===== src/pkg/mic_pkg.sv =====
// package: constants and types for motion input conditioning
package mic_pkg;
  localparam int CLK_HZ = 100_000_000;
  localparam int FILT_STEP_US = 200;
  localparam int FILT_STEP_CYC = (CLK_HZ / 1_000_000) * FILT_STEP_US;
  localparam logic [5:0] FILT_MIN_SEL = 6'h01;
  localparam logic [6:0] FILT_MAX_SEL = 7'h40;
  localparam logic [5:0] FILT_DEF_SEL = 6'h20;
  localparam int FILT_CNT_W = 21;
  localparam logic [2:0] SLOT_MAX = 3'h6;
  localparam int NUM_FILT = 4;
  localparam int IDX_STOP = 0;
  localparam int IDX_HOME = 1;
  localparam int IDX_UPPER = 2;
  localparam int IDX_LOWER = 3;

  typedef enum logic [1:0] {
    MIC_RESP_IGNORE = 2'h0,
    MIC_RESP_DECEL  = 2'h1,
    MIC_RESP_IMMED  = 2'h2
  } mic_resp_t;

  typedef enum logic [2:0] {
    MIC_ST_IDLE  = 3'b001,
    MIC_ST_DECEL = 3'b010,
    MIC_ST_HALT  = 3'b100
  } mic_state_t;

  typedef struct packed {
    logic stop_request_input;
    logic home_switch_input;
    logic upper_travel_limit;
    logic lower_travel_limit;
    logic zero_pulse_input;
  } mic_inputs_t;

  typedef struct packed {
    logic      active_low_stop;
    logic      active_low_home;
    logic      active_low_upper;
    logic      active_low_lower;
    logic      active_low_zero;
    logic [5:0] filt_sel;
    mic_resp_t resp_upper;
    mic_resp_t resp_lower;
    mic_resp_t resp_stop;
    logic      pulse_pol_neg;
    logic      dir_two_pulse;
    logic      units_eng;
    logic [2:0] slot_addr;
  } mic_cfg_t;
endpackage


===== src/core/mic_filter.sv =====
// module: one input debounce filter with programmable stable time
`timescale 1ns/1ps
`default_nettype none
module mic_filter
  import mic_pkg::*;
(
  // clock and reset
  input  wire logic                  clk,
  input  wire logic                  rst,
  // sample and time
  input  wire logic                  raw,
  input  wire logic [FILT_CNT_W-1:0] limit,
  // result
  output logic                       filt
);
  logic [FILT_CNT_W-1:0] cnt_q;
  logic                  filt_q;
  wire                   differs = raw != filt_q;
  wire                   expired = cnt_q + FILT_CNT_W'(1) >= limit;

  always_ff @(posedge clk) begin
    if (rst) begin
      cnt_q  <= '0;
      filt_q <= 1'b0;
    end else if (!differs) begin
      cnt_q <= '0;
    end else if (expired) begin
      cnt_q  <= '0;
      filt_q <= raw;
    end else begin
      cnt_q <= cnt_q + FILT_CNT_W'(1);
    end
  end
  assign filt = filt_q;
endmodule
`default_nettype wire


===== src/core/mic_top.sv =====
// module: input conditioning and stop response for one pulse axis
`timescale 1ns/1ps
`default_nettype none
module mic_top
  import mic_pkg::*;
(
  // clock and reset
  input  wire logic             REF_CLK,
  input  wire logic             RST,
  // field inputs, 1 while current flows
  input  wire mic_pkg::mic_inputs_t FIELD_IN,
  // configuration
  input  wire mic_pkg::mic_cfg_t CFG,
  input  wire logic [2:0]       SLOT_SEL,
  // control from controller
  input  wire logic             AXIS_ENABLE_CALL,
  input  wire logic             MOTION_REQ,
  input  wire logic             MOTION_DIR_POS,
  input  wire logic             PULSE_TICK,
  input  wire logic             DECEL_DONE,
  // conditioned inputs and registered raw lamp copies
  output mic_pkg::mic_inputs_t  COND_IN,
  output mic_pkg::mic_inputs_t  LAMP_OUT,
  // status
  output logic                  SELECTED,
  output logic                  MOVING,
  output logic                  DECEL_REQ,
  output logic                  IMMED_STOP,
  output logic                  UNITS_ENG,
  // pulse outputs
  output logic                  PULSE_LINE_FIRST,
  output logic                  PULSE_LINE_SECOND,
  output logic                  PULSE_FIRST_DIFF_P,
  output logic                  PULSE_FIRST_DIFF_N,
  output logic                  PULSE_SECOND_DIFF_P,
  output logic                  PULSE_SECOND_DIFF_N
);
  import mic_pkg::*;

  function automatic logic [FILT_CNT_W-1:0] filt_cycles(input logic [5:0] sel);
    logic [6:0] s;
    // 64 steps do not fit the 6-bit field, so code zero stands for the longest time
    s = (sel == '0) ? FILT_MAX_SEL : {1'b0, sel};
    filt_cycles = FILT_CNT_W'(s) * FILT_CNT_W'(FILT_STEP_CYC);
  endfunction

  function automatic logic [1:0] resp_act(input mic_resp_t r, input logic hit);
    resp_act = {hit && r == MIC_RESP_IMMED, hit && r == MIC_RESP_DECEL};
  endfunction

  // level selection
  wire [4:0] raw_v = FIELD_IN;
  wire [4:0] inv_v = {CFG.active_low_stop, CFG.active_low_home, CFG.active_low_upper,
                      CFG.active_low_lower, CFG.active_low_zero};
  wire [4:0] lvl_v = raw_v ^ inv_v;
  wire [FILT_CNT_W-1:0] limit = filt_cycles(CFG.filt_sel);
  wire [3:0] filt_v;

  // stop, home and both limits are filtered; the order follows the struct top bits
  genvar gi;
  generate
    for (gi = 0; gi < NUM_FILT; gi++) begin : g_filt
      mic_filter u_filt (
        .clk   (REF_CLK),
        .rst   (RST),
        .raw   (lvl_v[4-gi]),
        .limit (limit),
        .filt  (filt_v[3-gi])
      );
    end
  endgenerate

  wire stop_a  = filt_v[3];
  wire upper_a = filt_v[1];
  wire lower_a = filt_v[0];

  // stop response; limits only stop motion heading into them
  wire [1:0] act_s = resp_act(CFG.resp_stop, stop_a);
  wire [1:0] act_u = resp_act(CFG.resp_upper, upper_a && MOTION_DIR_POS);
  wire [1:0] act_l = resp_act(CFG.resp_lower, lower_a && !MOTION_DIR_POS);
  wire immed_hit = act_s[1] | act_u[1] | act_l[1];
  wire decel_hit = act_s[0] | act_u[0] | act_l[0];
  // a missing enable call also stops at once, controller must call every scan
  wire enabled = AXIS_ENABLE_CALL;
  wire selected = (SLOT_SEL <= SLOT_MAX) && (CFG.slot_addr == SLOT_SEL);

  mic_state_t st_q, st_d;
  always_comb begin
    st_d = st_q;
    unique case (st_q)
      MIC_ST_IDLE:
        if (MOTION_REQ && enabled && !immed_hit && !decel_hit) st_d = MIC_ST_DECEL;
      MIC_ST_DECEL:
        if (!enabled || immed_hit) st_d = MIC_ST_HALT;
        else if (decel_hit) st_d = MIC_ST_HALT;
      MIC_ST_HALT:
        if (!MOTION_REQ) st_d = MIC_ST_IDLE;
      default: st_d = MIC_ST_IDLE;
    endcase
  end

  // running is the DECEL code reused as "moving"; decel request holds until done
  logic decel_q;
  wire moving = st_q == MIC_ST_DECEL;
  wire go_decel = moving && enabled && !immed_hit && decel_hit;
  wire decel_d = (decel_q && !DECEL_DONE) || go_decel;
  wire pulse_now = moving && PULSE_TICK && !decel_q && !immed_hit;

  // direction method: pulse+dir, or pulse on one line per direction
  wire line1 = CFG.dir_two_pulse ? (pulse_now && MOTION_DIR_POS) : pulse_now;
  wire line2 = CFG.dir_two_pulse ? (pulse_now && !MOTION_DIR_POS) : MOTION_DIR_POS;
  wire p1 = line1 ^ CFG.pulse_pol_neg;
  wire p2 = line2 ^ CFG.pulse_pol_neg;

  always_ff @(posedge REF_CLK) begin
    if (RST) begin
      st_q    <= MIC_ST_IDLE;
      decel_q <= 1'b0;
    end else begin
      st_q    <= st_d;
      decel_q <= decel_d;
    end
  end

  always_ff @(posedge REF_CLK) begin
    if (RST) begin
      COND_IN             <= '0;
      LAMP_OUT            <= '0;
      SELECTED            <= 1'b0;
      MOVING              <= 1'b0;
      DECEL_REQ           <= 1'b0;
      IMMED_STOP          <= 1'b0;
      UNITS_ENG           <= 1'b0;
      PULSE_LINE_FIRST    <= 1'b0;
      PULSE_LINE_SECOND   <= 1'b0;
      PULSE_FIRST_DIFF_P  <= 1'b0;
      PULSE_FIRST_DIFF_N  <= 1'b1;
      PULSE_SECOND_DIFF_P <= 1'b0;
      PULSE_SECOND_DIFF_N <= 1'b1;
    end else begin
      COND_IN             <= {filt_v, lvl_v[0]};
      LAMP_OUT            <= FIELD_IN;
      SELECTED            <= selected;
      MOVING              <= moving;
      DECEL_REQ           <= decel_d;
      IMMED_STOP          <= moving && (immed_hit || !enabled);
      UNITS_ENG           <= CFG.units_eng;
      PULSE_LINE_FIRST    <= p1;
      PULSE_LINE_SECOND   <= p2;
      PULSE_FIRST_DIFF_P  <= p1;
      PULSE_FIRST_DIFF_N  <= !p1;
      PULSE_SECOND_DIFF_P <= p2;
      PULSE_SECOND_DIFF_N <= !p2;
    end
  end
endmodule
`default_nettype wire


===== config.mk =====
export PLATFORM = sky130hd
export DESIGN_NAME = mic_top
export DESIGN_NICKNAME = d
export VERILOG_FILES = /design/src/pkg/mic_pkg.sv /design/src/core/mic_filter.sv /design/src/core/mic_top.sv
export SDC_FILE = /design/constraint.sdc
export NUM_CORES = 1
export LEC_CHECK = 0
export BUFFER_PORTS_ARGS = -buffer_cell sky130_fd_sc_hd__buf_2
export CAP_MARGIN = 0
export CORE_ASPECT_RATIO = 0.9
export CORE_MARGIN = 1.5
export CORE_UTILIZATION = 60
export CTS_BUF_LIST = sky130_fd_sc_hd__clkbuf_4 sky130_fd_sc_hd__clkbuf_8
export DETAILED_ROUTE_END_ITERATION = 10
export PLACE_DENSITY = 0.82
export REMOVE_ABC_BUFFERS = 1
export SYNTH_ARGS = -nofsm -noshare
export SYNTH_HDL_FRONTEND = slang
export SYNTH_SLANG_ARGS = --single-unit
export TNS_END_PERCENT = 20

===== constraint.sdc =====
create_clock -name REF_CLK -period 8.25 [get_ports REF_CLK]
set_input_delay 1.2375 -clock REF_CLK [delete_from_list [all_inputs] [get_ports REF_CLK]]
set_output_delay 1.2375 -clock REF_CLK [all_outputs]
set_load 0.005 [all_outputs]

==> run metrics, run 1 <==
H-tree level count=3; CP max FO=22; global-route wire length before repair=27.0 mm; hold buffer count at cts=0; uppermost routed layer=met4; Final Util=0.665; gpl congestion=0.935; I/O pin cnt=59; post-CTS sizing=0; IO Port Bufs=58; Cell variety after synth=67; WL final=16.2 mm; clock sink count=110; EDFF count, synth=0; Crit Path Category=in -> reg; CTS Buf Count=9; FMAX=0.138 GHz; critical path required time=8.58 ns; CTS tree=done; Arr. time, crit path=7.59 ns; via count=6148; Slew HR=0.219; setup repair bufs after CTS=0; cell area after synthesis=7430 um2; crit path capture type=flop; WL/cell=15.5 um; DP Area=7820 um2; final instance area=8030 um2; CTS Buffer Depth=2; Hold Crit Start=g_filt[3].u_filt.cnt_q[0]$_SDFF_PP0_; Setup TNS=0 ns; Synth Warn #=0; largest net degree at the start of global routing=30; CTS root buf=clkbuf_8; GRT Total Usage=0.258; startpoint types=primary input; Finished Layout Cells=1048; Least-Margin Pin Slew=1.17 ns; Chip Width=120 um; Pwr Density=160 nW/um2; Clock transition at path regs=0.12 ns; final hold vios=0; Area growth syn-to-layout=8.03%; R2R Path End=g_filt[0].u_filt.filt$_SDFFE_PP0P_; Core Rows=38; Syn Inst Count=833; Antenna Nets Post-Route=0; RSZ-0062 raised after global routing=false; outcome=finished clean; hold worst-path end=g_filt[3].u_filt.cnt_q[0]$_SDFF_PP0_; met3 WL=592 um; Via density=5.87; starting density of the core=0.615; Critical R2R Launch=g_filt[0].u_filt.cnt_q[0]$_SDFF_PP0_; CP peak stage delay=1.07 ns; Antenna diodes=0; setup violators final=0; area of the die=13100 um2; Setup WS post-layout=0.994 ns; antenna violations before repair=0; Nets=1023; Seq/Total Area, Yosys=0.296; met1 wire length=7.60 mm; post-placement cell count=1032; layout cells sized above 1=0.117; hold depth=1; Routed met2 length=7.70 mm; violation count after the first detailed-route iteration=310; fin crit share=0.879; worst vdd ir=113 uV; Lkg Pwr=3.56 nW; post-route clock skew=0.0134 ns; core region area=12100 um2; Post-synth ARST share=0; Clock Latency Late Sink=0.39 ns; hold_ws=0.473 ns; post-layout minimum cycle time=7.26 ns; Place WS=0.590 ns; Hold WC Path Type=reg -> reg; total grt overflow=0; R2R depth=13; Avg Cell Area, Syn=8.92 um2; critical path's slowest cell=o41ai_4; Die Height=109 um; drt first pass iters=5; Max-cap violations=0; Most used DFF post-synth=dfxtp_1; DRC=0; Power, Total=1.29 mW; Yosys reg bits=110; reg-to-reg slack, setup=3.88 ns; number of global-route vias before repair=5879; Max Slew Vio Count=0; DPL Wire Length=12.4 mm
[registers in the layout (all words and copies together), names as in the netlist, 3 cells and up]
| name | cells |
|---|---|
| g_filt.u_filt.cnt_q | 84 |
| COND_IN | 5 |
| LAMP_OUT | 5 |
| g_filt.u_filt.filt | 4 |
| st_q | 3 |
[cell families (layout without fill, tap and decap cells)]
group	Yosys count	count (layout)	synth area share
AND/OR/NAND/NOR	350	350	0.266
flip-flops	110	110	0.296
adder cells (fa/ha/maj)	102	102	0.178
AO/OA/AOI/OAI	101	101	0.0940
XOR/XNOR	101	101	0.119
buffers and inverters	64	119	0.0399
multiplexers	5	5	0.00707
[metal layers]
| layer | GRT usage | vias up |
|---|---|---|
| li1 | - | 3070 |
| met1 | 0.327 | 2921 |
| met2 | 0.449 | 124 |
| met3 | 0.0427 | 33 |
| met4 | 0.0832 | 0 |
| met5 | 0 | - |
[cells in the final DEF, fill, tap and decap left out, types with 9 or more instances in the layout]
| master | count |
|---|---|
| a21oi_1 | 33 |
| and3_1 | 22 |
| buf_2 | 58 |
| clkbuf_8 | 9 |
| dfxtp_1 | 110 |
| ha_1 | 96 |
| inv_1 | 38 |
| nand2_1 | 56 |
| nand2b_1 | 16 |
| nand3_1 | 45 |
| nand4_1 | 29 |
| nor2_1 | 53 |
| nor2b_1 | 27 |
| nor3_1 | 27 |
| nor3b_1 | 33 |
| o21ai_0 | 18 |
| xnor2_1 | 64 |
| xor2_1 | 37 |
[power breakdown]
part / internal (mW) / total [mW] / leakage, nW / switching [mW]
clock: 0.120 / 0.330 / 0.102 / 0.210
combinational: 0.165 / 0.415 / 2.56 / 0.250
sequential: 0.538 / 0.542 / 0.890 / 0.00433
[how the worst max path moves through the flow]
stage,from,endpoint,slack (ns)
global placement,CFG[14],g_filt[0].u_filt.filt$_SDFFE_PP0P_,0.84
finish,CFG[14],g_filt[0].u_filt.filt$_SDFFE_PP0P_,0.99
CTS,CFG[14],g_filt[0].u_filt.filt$_SDFFE_PP0P_,1.01
detailed placement,CFG[17],g_filt[0].u_filt.filt$_SDFFE_PP0P_,0.59
floorplan,CFG[14],g_filt[0].u_filt.filt$_SDFFE_PP0P_,1.65
global route,CFG[17],g_filt[0].u_filt.filt$_SDFFE_PP0P_,0.59
[area by class of cell]
cell class / count / area [um2]
multi-input cells: 659 / 4930
fillers: 1047 / 4050
flip-flops and latches: 110 / 2200
repair buffers: 65 / 343
well taps: 160 / 200
inverters: 38 / 143
clock buffers: 9 / 124
clock inverters: 7 / 83.8
[synthesized netlist by cell type, types with 6 or more instances]
cell type    n  area [um2]
o211ai_1     8        60.1
and2_1       6        37.5
buf_2        6        30.0
a21oi_1     33         165
nor2_1      53         199
dfxtp_1    110        2200
clkbuf_1    11        41.3
and3_1      22         138
o21ai_0     18        90.1
nand2b_1    16         100
nand4_1     29         181
nor2b_1     27         169
inv_1       38         143
and4_1       8        70.1
nor3_1      27         135
xnor2_1     64         561
or2_2        6        37.5
xor2_1      37         324
ha_1        96        1200
a211oi_1     8        60.1
nand3_1     45         225
fa_1         6         120
nand2_1     56         210
nor3b_1     33         248
[worst max-delay path, delay by kind of cell]
family	cells	cell delay [ns]
AOI/OAI and AO/OA	5	1.64
buffers and inverters	5	0.46
muxes	1	0.28
xor gates and xnor gates	1	0.36
and+or+nand+nor	7	1.51
adders and majority gates	6	2.09
No activity file was read; power rests on OpenSTA's default activity.
==> inputs of run 2 (changes only) <==
==> constraint.sdc (replaced) <==
create_clock -name REF_CLK -period 7.25 [get_ports REF_CLK]
set_input_delay 1.0875 -clock REF_CLK [delete_from_list [all_inputs] [get_ports REF_CLK]]
set_output_delay 1.0875 -clock REF_CLK [all_outputs]
set_load 0.005 [all_outputs]
==> run metrics, run 2 (same netlist as run 1, synthesis figures left out) <==
I/O pin cnt=59 (unchanged); core region area=12100 um2 (unchanged); Via density=5.80 (-1.2%); GRT Total Usage=0.257 (-0.000441); global-route wire length before repair=26.9 mm (-0.21%); IO Port Bufs=58 (unchanged); violation count after the first detailed-route iteration=392 (+26%); Setup WS post-layout=0.571 ns (-0.424 ns); largest net degree at the start of global routing=30 (unchanged); Biggest register=g_filt.u_filt.cnt_q; CTS tree=done; RSZ-0062 raised after global routing=false; Max-cap violations=0 (unchanged); Least-Margin Pin Slew=1.19 ns (+0.0247 ns); number of global-route vias before repair=5719 (-2.7%); CTS root buf=clkbuf_8; clock sink count=110 (unchanged); worst vdd ir=129 uV (+14%); WL/cell=15.3 um (-0.80%); area of the die=13100 um2 (unchanged); most frequent cells in the layout=dfxtp_1, ha_1, xnor2_1; startpoint types=primary input; CP max FO=22 (unchanged); final hold vios=0 (unchanged); Slew HR=0.202 (-0.0165); layout cells sized above 1=0.123 (+0.00593); final instance area=8080 um2 (+0.62%); antenna violations before repair=0 (unchanged); post-layout minimum cycle time=6.68 ns; P_int=0.979 mW (+19%); Clk network pwr share=0.266 (+0.010); Crit Path Category=in -> reg; DP Area=7870 um2 (+0.58%); setup repair bufs after CTS=0 (unchanged); switching power=0.511 mW (+10%); CTS Buf Count=9 (unchanged); FMAX=0.150 GHz; hold buffer count at cts=0 (unchanged); H-tree level count=3 (unchanged); setup violators final=0 (unchanged); Lkg Pwr=3.59 nW (+1.0%); biggest regs=g_filt.u_filt.cnt_q (84), COND_IN (5), LAMP_OUT (5); crit path capture type=flop; Gate power share=0.320 (-0.002); total grt overflow=0 (unchanged); Net Sw Frac=0.343 (-0.0179); CTS Buffer Depth=2 (unchanged); WL final=16.2 mm (-0.23%); Chip Width=120 um (unchanged); Antenna Nets Post-Route=0 (unchanged); fin crit share=0.921; Place WS=0.203 ns (-0.387 ns); starting density of the core=0.615 (unchanged); commonest non-fill, non-tap cell in the layout=dfxtp_1; Pwr Density=184 nW/um2 (+15%); drt first pass iters=5 (unchanged); Clock transition at path regs=0.11 ns (about the same); Setup TNS=0 ns (unchanged); Nets=1029 (+0.59%); Core Rows=38 (unchanged); critical path required time=7.58 ns (-1.00 ns); post-route clock skew=0.0111 ns (-0.00230 ns); outcome=finished clean; post-CTS sizing=0 (unchanged); Hold WC Path Type=reg -> reg; Area growth syn-to-layout=8.71%; Clock Latency Late Sink=0.39 ns (about the same); via count=6108 (-0.65%); max reg flops=84 (unchanged); Reg power frac=0.414 (-0.007); Die Height=109 um (unchanged); DPL Wire Length=12.3 mm (-0.75%); Max Slew Vio Count=0 (unchanged); gpl congestion=0.953 (+2.0%); DRC=0 (unchanged); Filler Cells Inserted=1012 (-3.3%); Antenna diodes=0 (unchanged); Arr. time, crit path=7.01 ns (-0.58 ns)
-- run 2: worst paths after layout --
| path | start | endpoint | slack [ns] | cells past startpoint |
|---|---|---|---|---|
| worst max register to register | g_filt[0].u_filt.cnt_q[0]$_SDFF_PP0_ | g_filt[0].u_filt.filt$_SDFFE_PP0P_ | 2.91 | 14 |
| worst min register to register | g_filt[3].u_filt.cnt_q[0]$_SDFF_PP0_ | g_filt[3].u_filt.cnt_q[0]$_SDFF_PP0_ | 0.48 | 1 |
| worst min-delay path | g_filt[3].u_filt.cnt_q[0]$_SDFF_PP0_ | g_filt[3].u_filt.cnt_q[0]$_SDFF_PP0_ | 0.48 | 1 |
| worst max-delay path | CFG[14] | g_filt[0].u_filt.filt$_SDFFE_PP0P_ | 0.57 | 25 |
-- run 2: per-layer routing --
layer	GRT usage	up-vias	routed length (um)
met5	0	-	0
met4	0.0790	0	335
met1	0.332	2870	7430
met3	0.0374	27	653
li1	-	3072	-
met2	0.448	139	7750
-- run 2: cell type report --
class                      count  area, um2  area share
multi-input combinational    659       4930       0.611
sequential                   110       2200       0.273
timing repair buffer          71        388      0.0480
tap                          160        200      0.0248
clock buffer                  11        145      0.0180
inverter                      38        143      0.0177
clock inverter                 5       67.6     0.00836
-- run 2: stage by stage --
step	utilization	cells	total power, mW	hold slack [ns]
3_3_place_gp	0.651	1038	1.08	0.441
2_1_floorplan	-	807	0.933	0.426
3_5_place_dp	0.651	1038	1.10	0.462
4_1_cts	0.669	1054	1.49	0.482
5_1_grt	0.669	1054	1.58	0.520
6_report	0.669	1054	1.49	0.482
-- run 2: critical path, cell delays in order --
cell      delay, ns
buf_2          0.11
inv_1          0.13
ha_1           0.17
nand3_1        0.14
nand2_1        0.13
inv_1          0.06
ha_1           0.27
inv_1          0.05
fa_1           0.53
inv_1          0.05
fa_1           0.45
ha_1           0.37
nand3_1        0.09
a21oi_1        0.05
nor3_1         0.31
o21bai_1       0.10
a21oi_1        0.20
xor2_1         0.11
ha_1           0.34
nand4_1        0.09
or4_1          0.47
o21ai_0        0.21
nor4_1         0.11
o41ai_4        1.09
mux2i_1        0.26
-- run 2: power by group through the flow --
| stage | logic (mW) | clock network, mW | registers, mW |
|---|---|---|---|
| final | 0.477 | 0.396 | 0.617 |
| after CTS | 0.470 | 0.405 | 0.617 |
| after global placement | 0.455 | 0 | 0.630 |
| after floorplan | 0.303 | 0 | 0.630 |
| after global routing | 0.532 | 0.427 | 0.618 |
| after detailed placement | 0.468 | 0 | 0.631 |
